## src/core/sgc_pkg.sv

```systemverilog
// Constants and state types for the switch global control registers 0x06 to 0x09.
// Assumes a single 25 MHz core clock and a serial management front end
// that presents byte-wide register reads and writes.
//
// Behaviour
// - Control bit 6 set gives half-duplex MII, cleared gives full duplex.
// - Duplex bit loads from duplex strap at reset; low strap means full duplex.
// - Control bit 5 set enables full-duplex pause flow control on MII.
// - Flow control bit loads from its strap at reset; low strap disables it.
// - Control bit 4 set runs the MII at 10 Mbps.
// - Control bit 4 cleared runs the MII at 100 Mbps.
// - Control bit 3 set replaces a null VLAN id with the port default id.
// - 11-bit storm threshold: bits 10..8 in control bits 2..0, low byte next register.
// - Storm interval at 100 Mbps is taken as 67 ms.
// - Storm interval at 10 Mbps is 500 ms.
// - Storm threshold resets to 0x063, about one percent of line rate.
// - Storm limiting applies only on ports whose own storm enable is set.
package sgc_pkg;
    // Register offsets
    localparam logic [7:0] SGC_OFF_MII_CTRL  = 8'h06;
    localparam logic [7:0] SGC_OFF_RATE_LO   = 8'h07;
    localparam logic [7:0] SGC_OFF_FACT_A    = 8'h08;
    localparam logic [7:0] SGC_OFF_FACT_B    = 8'h09;
    // Field positions in the MII control register, and the port count
    localparam int SGC_BIT_HALF_DPX  = 6;
    localparam int SGC_BIT_FLOW_CTRL = 5;
    localparam int SGC_BIT_SPEED_10  = 4;
    localparam int SGC_BIT_NULL_VID  = 3;
    localparam int SGC_RATE_HI_MSB   = 2;
    localparam int SGC_NUM_PORTS     = 3;
    // Reset values; strap-loaded bits start at their pull-down value
    localparam logic [7:0] SGC_RST_MII_CTRL = 8'h00;
    localparam logic [7:0] SGC_RST_RATE_LO  = 8'h63;
    localparam logic [7:0] SGC_RST_FACT_A   = 8'h4e;
    localparam logic [7:0] SGC_RST_FACT_B   = 8'h24;
    localparam logic [7:0] SGC_RD_UNMAPPED  = 8'h00;
    // Storm measurement timing
    localparam longint SGC_CLK_HZ          = 25000000;
    localparam longint SGC_INTERVAL_100_MS = 67;
    localparam longint SGC_INTERVAL_10_MS  = 500;
    localparam longint SGC_CYC_100 = SGC_INTERVAL_100_MS * SGC_CLK_HZ / 1000;
    localparam longint SGC_CYC_10  = SGC_INTERVAL_10_MS * SGC_CLK_HZ / 1000;
    localparam int     SGC_CNT_W   = 24;

    // Register-bank state
    typedef struct packed {
        logic                     strap_done;
        logic [7:0]               mii_ctrl;
        logic [7:0]               rate_lo;
        logic [7:0]               fact_a;
        logic [7:0]               fact_b;
        logic [7:0]               rd_data;
        logic [SGC_NUM_PORTS-1:0] port_active;
    } sgc_regs_s;

    // Interval timer state
    typedef struct packed {
        logic [SGC_CNT_W-1:0] count;
        logic                 speed_10;
        logic                 tick;
    } sgc_timer_s;
endpackage : sgc_pkg

```

## src/core/sgc_regs.sv

```systemverilog
// Global control registers 0x06 to 0x09: MII mode, null VID and storm threshold.
// Assumes the serial management front end gives one-cycle read and write strobes
// with a byte address, and that strap pins are stable around reset release.
`timescale 1ns/1ps
`default_nettype none
module sgc_regs
    import sgc_pkg::*;
#(
    parameter logic [SGC_CNT_W-1:0] CYC_100 = SGC_CNT_W'(SGC_CYC_100),
    parameter logic [SGC_CNT_W-1:0] CYC_10  = SGC_CNT_W'(SGC_CYC_10)
)(
    input  wire logic                          clk_i,
    input  wire logic                          reset_i,
    input  wire logic                          duplex_strap_pin_i,
    input  wire logic                          flow_ctrl_strap_pin_i,
    input  wire logic                          speed_strap_pin_i,
    input  wire logic [7:0]                    reg_addr_i,
    input  wire logic                          reg_wr_i,
    input  wire logic [7:0]                    reg_wr_data_i,
    input  wire logic                          reg_rd_i,
    input  wire logic [sgc_pkg::SGC_NUM_PORTS-1:0] storm_port_en_i,
    output logic [7:0]                         reg_rd_data_o,
    output logic                               mii_half_duplex_o,
    output logic                               mii_flow_ctrl_en_o,
    output logic                               mii_speed_10_o,
    output logic                               null_vid_replace_o,
    output logic [10:0]                        storm_threshold_o,
    output logic [sgc_pkg::SGC_NUM_PORTS-1:0]  storm_port_active_o,
    output logic                               storm_interval_tick_o
);
    import sgc_pkg::*;

    sgc_regs_s s_q;
    sgc_regs_s s_d;
    logic      tick;

    // Straps land one edge after reset release; writes wait until then
    always_comb
    begin
        s_d             = s_q;
        s_d.strap_done  = 1'b1;
        s_d.port_active = storm_port_en_i;
        if (!s_q.strap_done)
        begin
            s_d.mii_ctrl[SGC_BIT_HALF_DPX]  = duplex_strap_pin_i;
            s_d.mii_ctrl[SGC_BIT_FLOW_CTRL] = flow_ctrl_strap_pin_i;
            s_d.mii_ctrl[SGC_BIT_SPEED_10]  = speed_strap_pin_i;
        end
        else if (reg_wr_i)
        begin
            case (reg_addr_i)
                SGC_OFF_MII_CTRL: s_d.mii_ctrl = reg_wr_data_i;
                SGC_OFF_RATE_LO:  s_d.rate_lo  = reg_wr_data_i;
                SGC_OFF_FACT_A:   s_d.fact_a   = reg_wr_data_i;
                SGC_OFF_FACT_B:   s_d.fact_b   = reg_wr_data_i;
                default:          s_d.rate_lo  = s_q.rate_lo;
            endcase
        end
        // Read data held in a flop so the serial shifter sees a stable byte
        if (reg_rd_i)
        begin
            case (reg_addr_i)
                SGC_OFF_MII_CTRL: s_d.rd_data = s_q.mii_ctrl;
                SGC_OFF_RATE_LO:  s_d.rd_data = s_q.rate_lo;
                SGC_OFF_FACT_A:   s_d.rd_data = s_q.fact_a;
                SGC_OFF_FACT_B:   s_d.rd_data = s_q.fact_b;
                default:          s_d.rd_data = SGC_RD_UNMAPPED;
            endcase
        end
    end

    // Constant reset; strap levels are caught by the clocked load above
    always_ff @(posedge clk_i or posedge reset_i)
    begin
        if (reset_i)
        begin
            s_q.strap_done  <= 1'b0;
            s_q.mii_ctrl    <= SGC_RST_MII_CTRL;
            s_q.rate_lo     <= SGC_RST_RATE_LO;
            s_q.fact_a      <= SGC_RST_FACT_A;
            s_q.fact_b      <= SGC_RST_FACT_B;
            s_q.rd_data     <= SGC_RD_UNMAPPED;
            s_q.port_active <= '0;
        end
        else
        begin
            s_q <= s_d;
        end
    end

    // Interval timer paced by the current MII speed
    sgc_interval_timer #(
        .CYC_100 (CYC_100),
        .CYC_10  (CYC_10)
    ) u_timer (
        .clk_i      (clk_i),
        .reset_i    (reset_i),
        .speed_10_i (s_q.mii_ctrl[SGC_BIT_SPEED_10]),
        .tick_o     (tick)
    );

    // Outputs taken directly from register fields
    assign reg_rd_data_o         = s_q.rd_data;
    assign mii_half_duplex_o     = s_q.mii_ctrl[SGC_BIT_HALF_DPX];
    assign mii_flow_ctrl_en_o    = s_q.mii_ctrl[SGC_BIT_FLOW_CTRL];
    assign mii_speed_10_o        = s_q.mii_ctrl[SGC_BIT_SPEED_10];
    assign null_vid_replace_o    = s_q.mii_ctrl[SGC_BIT_NULL_VID];
    assign storm_threshold_o     = {s_q.mii_ctrl[SGC_RATE_HI_MSB:0], s_q.rate_lo};
    assign storm_port_active_o   = s_q.port_active;
    assign storm_interval_tick_o = tick;
endmodule : sgc_regs
`default_nettype wire

```

## src/core/sgc_interval_timer.sv

```systemverilog
// Storm measurement interval timer: one-cycle tick at the end of each interval.
// Assumes the speed select comes from a register in the same clock domain.
`timescale 1ns/1ps
`default_nettype none
module sgc_interval_timer
    import sgc_pkg::*;
#(
    parameter logic [SGC_CNT_W-1:0] CYC_100 = SGC_CNT_W'(SGC_CYC_100),
    parameter logic [SGC_CNT_W-1:0] CYC_10  = SGC_CNT_W'(SGC_CYC_10)
)(
    input  wire logic clk_i,
    input  wire logic reset_i,
    input  wire logic speed_10_i,
    output logic      tick_o
);
    import sgc_pkg::*;

    sgc_timer_s s_q;
    sgc_timer_s s_d;
    logic [SGC_CNT_W-1:0] period;

    // Interval length follows the port speed
    assign period = s_q.speed_10 ? CYC_10 : CYC_100;

    // Counter restarts on a speed change so no interval mixes two rates
    always_comb
    begin
        s_d          = s_q;
        s_d.speed_10 = speed_10_i;
        s_d.tick     = 1'b0;
        if (speed_10_i != s_q.speed_10)
        begin
            s_d.count = '0;
        end
        else if (s_q.count >= period - SGC_CNT_W'(1))
        begin
            s_d.count = '0;
            s_d.tick  = 1'b1;
        end
        else
        begin
            s_d.count = s_q.count + SGC_CNT_W'(1);
        end
    end

    always_ff @(posedge clk_i or posedge reset_i)
    begin
        if (reset_i)
        begin
            s_q <= '0;
        end
        else
        begin
            s_q <= s_d;
        end
    end

    assign tick_o = s_q.tick;
endmodule : sgc_interval_timer
`default_nettype wire

```

## config.mk

```make
export PLATFORM = sky130hd
export DESIGN_NAME = sgc_regs
export DESIGN_NICKNAME = d
export VERILOG_FILES = /design/src/core/sgc_pkg.sv /design/src/core/sgc_regs.sv /design/src/core/sgc_interval_timer.sv
export SDC_FILE = /design/constraint.sdc
export NUM_CORES = 1
export LEC_CHECK = 0
export BUFFER_PORTS_ARGS = -buffer_cell sky130_fd_sc_hd__buf_2
export CAP_MARGIN = 10
export CORE_UTILIZATION = 45
export CTS_BUF_LIST = sky130_fd_sc_hd__clkbuf_16
export CTS_CLUSTER_DIAMETER = 50
export DETAILED_ROUTE_END_ITERATION = 10
export MAX_ROUTING_LAYER = met4
export PLACE_DENSITY = 0.75
export SLEW_MARGIN = 20
export SYNTH_ARGS = -nofsm -noshare
export SYNTH_HDL_FRONTEND = slang
export SYNTH_SLANG_ARGS = --single-unit
```

## constraint.sdc

```tcl
create_clock -name clk_i -period 2.3 [get_ports clk_i]
set_input_delay 0.345 -clock clk_i [delete_from_list [all_inputs] [get_ports clk_i]]
set_output_delay 0.345 -clock clk_i [all_outputs]
set_load 0.02 [all_outputs]
```

# == Word-level counts from Yosys, hierarchy flattened ==
# Cells that the tools add are included.
# word_totals
reg_bits,70
latchBits,0
ram_bits,0
romBits,0
out_inout_bits,27
word_cells,38
mem_count,0
# classes
n_addsub,2
mul,0
div_mod_pow,0
order_cmp,1
n_eq_ne,7
n_shift,0
mux,12
bitwise,0
n_reduce_logical,5
# op_table
cell,count
2-to-1 mux 24 bit,3
case mux 8 bit (4 select lines),1
2-to-1 mux 31 bit,1
"adder 24 x 1 -> 24 bit, second input constant",1
>= comparator 24 bit,1
2-to-1 mux 8 bit,3
"subtractor 24 x 1 -> 24 bit, second input constant",1
"== test 8 x 3 -> 1 bit, second input constant",2
"== test 8 x 4 -> 1 bit, second input constant",2
AND reduction 3 bit,4
2-to-1 mux 7 bit,1
2-to-1 mux 3 bit,1
2-to-1 mux 1 bit,2
"inequality test 2 x 1 -> 1 bit, second input constant",1
"inequality test 2 bit, second input constant",1
AND reduction 2 bit,1
inequality test 1 bit,1

# == Logic depth before layout (Yosys ltp) ==
# logic_depth
word_depth,5
depth_mapped,8

# == Hierarchy ==
# Synthesis repeated with hierarchy kept, for this count alone.
# hier_totals
cells_unflattened,324
area_unflattened_um2,3870.0
# by_module_without_submodules
module,n_inst,cells_per_inst,area_per_inst_um2
sgc_regs,1,170,2207.1
sgc_interval_timer,1,154,1662.8

# == Worst setup path after synthesis ==
# No wires, ideal clock.
# synth_path
kind,register to register
startpoint,register u_timer.s_q[1] in the netlist's numbering
endpoint,register u_timer.s_q[17] in the netlist's numbering
t_arrival_ns,2.138
path_slack_ns,0.026
path_stages_with_launch,9
synth_period_minus_slack_ns,2.274
cell_sequence,dfrtp_1 -> inv_1 -> ha_1 -> nand4_1 -> or3_1 -> nor4_1 -> a211o_1 -> buf_2 -> nor3_1
# synth_lines
item,line_no,text
start: declaration,sgc_interval_timer.sv:18,sgc_timer_s s_q;
start signal: assignment,sgc_interval_timer.sv:50,s_q <= '0;
start signal: assignment,sgc_interval_timer.sv:54,s_q <= s_d;

==> results.txt <==
vias per inst: 5.38
vias in the first global route: 2513
fraction of layout cells with a size suffix above 1: 36.3%
final global-route overflow total: 0
Placeable Area: 7810 sq um
Main synth FF type: dfrtp_1
final worst path period share: 94.9%
total negative slack: 0 ns
H-Tree Depth: 3
Root Buffer: clkbuf_16
Reg-to-Reg Start: u_timer.s_q[1]
first-pass GRT wire length: 12.4 mm
vias: 2536
Area contributors post-synth: dfrtp_1 41%, dfstp_2 7.2%, mux2_2 6.5%
Final GP Congestion: 0.803
synth unique cells: 46
FP Rows: 32
Worst Setup Start Kind: flop
status: finished clean
overall die height: 92.2 um
post-synth top area cell: dfrtp_1
hold slack: 0.0510 ns
post_cts resized: 0
#FFs+latches synth: 70
initial antenna violation count: 0
DR WL/cell: 15.6 um
pwr dens: 706 nW/um^2
syn nets: 360
post-route ant nets: 0
sequential area share after synthesis: 48.2%
DRC violations left: 0
Die Area: 8500 sq um
relative slew slack: 43.9%
CTS tree: done
Mean Syn Cell Area: 11.4 sq um
design area: 4260 sq um
1st-iter DRT viols: 62
post-synth top area share: 41.0%
Critical Path RT: 2.50 ns
port bufs: 52
Synth Instances: 321
Hold WC Path Type: primary input to async pin
synth warn: 0
clock tree sinks: 70
ANT cells: 0
Pleak: 1.99 nW
GRT Resource Usage Total: 19.3%
worst-margin pin slew: 0.838 ns
clock skew: 0.00642 ns
Max Root-Sink Buffers: 2
drt first pass iters: 4
Hold Vio Cnt, Final: 0
Syn Std Cell Area: 3660 sq um
VDD IR max: 0.424 mV
final setup vio count: 0
crit path time final: 2.18 ns
postcts setup bufs: 0
Post-synth EDFFs: 0
CTS buffer count: 9
dpl ws: 0.0310 ns
Data arrival, critical path: 2.38 ns
Final HPWL DP: 5.20 mm
largest net degree at the start of global routing: 30
Critical Path Start: u_timer.s_q[1]
worst setup margin: 0.117 ns
top-level I/O count: 53
Max Clk Rate: 458 MHz
Die Wd: 92.2 um
cts-stage hold buffer count: 0
crit-path max FO: 16
Pins Over Slew Limit: 0
Worst Setup End Kind: flop
clk slew on worst S/H paths: 0.06 ns
Placement Cell Area: 3920 sq um
CP Class: flop to flop
routed wire length: 7.35 mm
Final Net Count: 403
starting density of the core: 46.9%
asr flop ratio synth: 100%
Area Growth Syn to Fin: 16.5%
clk_lat worst skew: 0.33 ns
max cap viols: 0
stage by stage:
stage,std cells,total power [mW],utilization (%)
final,471,3.01,54.6
after floorplan,321,1.47,-
after global routing,471,3.13,54.6
after detailed placement,455,1.55,50.3
after global placement,455,1.55,50.3
after CTS,471,3.06,54.4
synth_stat cells (7+ instances only):
| master | number |
|---|---|
| nor3_1 | 25 |
| mux2_2 | 21 |
| nor2_1 | 10 |
| dfrtp_1 | 60 |
| dfstp_2 | 10 |
| xor2_1 | 7 |
| xnor2_1 | 16 |
| nand2_1 | 9 |
| inv_1 | 16 |
| a21oi_1 | 7 |
| ha_1 | 13 |
| mux2_4 | 8 |
| nand3_1 | 11 |
| buf_4 | 23 |
sequential cells by signal, indices dropped and copies added, names as in the netlist:
signal / cells
u_timer.tick_o: 1
reg_rd_data_o: 8
storm_port_active_o: 3
mii_speed_10_o: 1
storm_threshold_o: 11
null_vid_replace_o: 1
mii_half_duplex_o: 1
mii_flow_ctrl_en_o: 1
s_q: 18
u_timer.s_q: 25
layout make-up:
| class | count | area, sq um |
|---|---|---|
| clock buffers | 9 | 225 |
| clock inverters | 7 | 97.6 |
| fillers | 679 | 3540 |
| inverters | 16 | 60.1 |
| multi-input cells | 202 | 1610 |
| flip-flops and latches | 70 | 1760 |
| well taps | 102 | 128 |
| repair buffers | 65 | 382 |
metal layers:
layer  GRT usage [%]  routed length (um)
met1            23.8                3310
met2            32.1                3690
met3            3.98                 258
met4            5.86                  89
met5               -                   0
critical path, stage by stage (launching register included):
cell and delay, ns:
dfrtp_1 0.35, inv_2 0.08, ha_1 0.31, nand4_1 0.11, or3_1 0.41, nor4_2 0.30
a211o_1 0.23, buf_8 0.17, nor3_1 0.08
report_power, final:
group / switching, mW / internal, mW / leakage, nW
Combinational: 0.134 / 0.0832 / 0.914
Sequential: 0.0383 / 1.28 / 0.917
Clock: 0.527 / 0.954 / 0.158
cell families after synthesis:
group	Yosys count	share of synthesized area, %
multiplexers	32	10.6
AND/OR/NAND/NOR	90	14.8
flip-flops	70	48.2
other	1	0.102
adder cells (fa/ha/maj)	13	4.44
buffers and inverters	49	8.03
AO/OA/AOI/OAI	43	8.34
XOR/XNOR	23	5.50
placed cells by master, fill, tap and decap left out, drive strengths merged, types with 2 or more instances in the layout:
master  count
a211o       2
a21o        5
a21oi       7
a221oi      5
a22o        5
a22oi       6
and3        6
and4        4
buf        65
bufinv      2
clkbuf      9
dfrtp      60
dfstp      10
ha         13
inv        19
mux2       29
mux2i       3
nand2       9
nand2b      2
nand3      11
nand4       6
nor2       10
nor3       29
nor3b       3
nor4        4
o21ai       5
o22ai       5
or3         2
or4         2
xnor2      16
xor2        7
worst paths after layout:
check                                          to  slack [ns]  cells after the start
max                               u_timer.s_q[17]        0.12                      8
min                                       s_q[15]        0.05                      2
max reg2reg                       u_timer.s_q[17]        0.12                      8
min reg2reg                        u_timer.s_q[2]        0.50                      1
max in group asynchronous                 s_q[13]        1.60                      3
min in group clk_i         storm_port_active_o[1]        0.12                      1
Note: power is estimated with default switching activity, not from simulation.
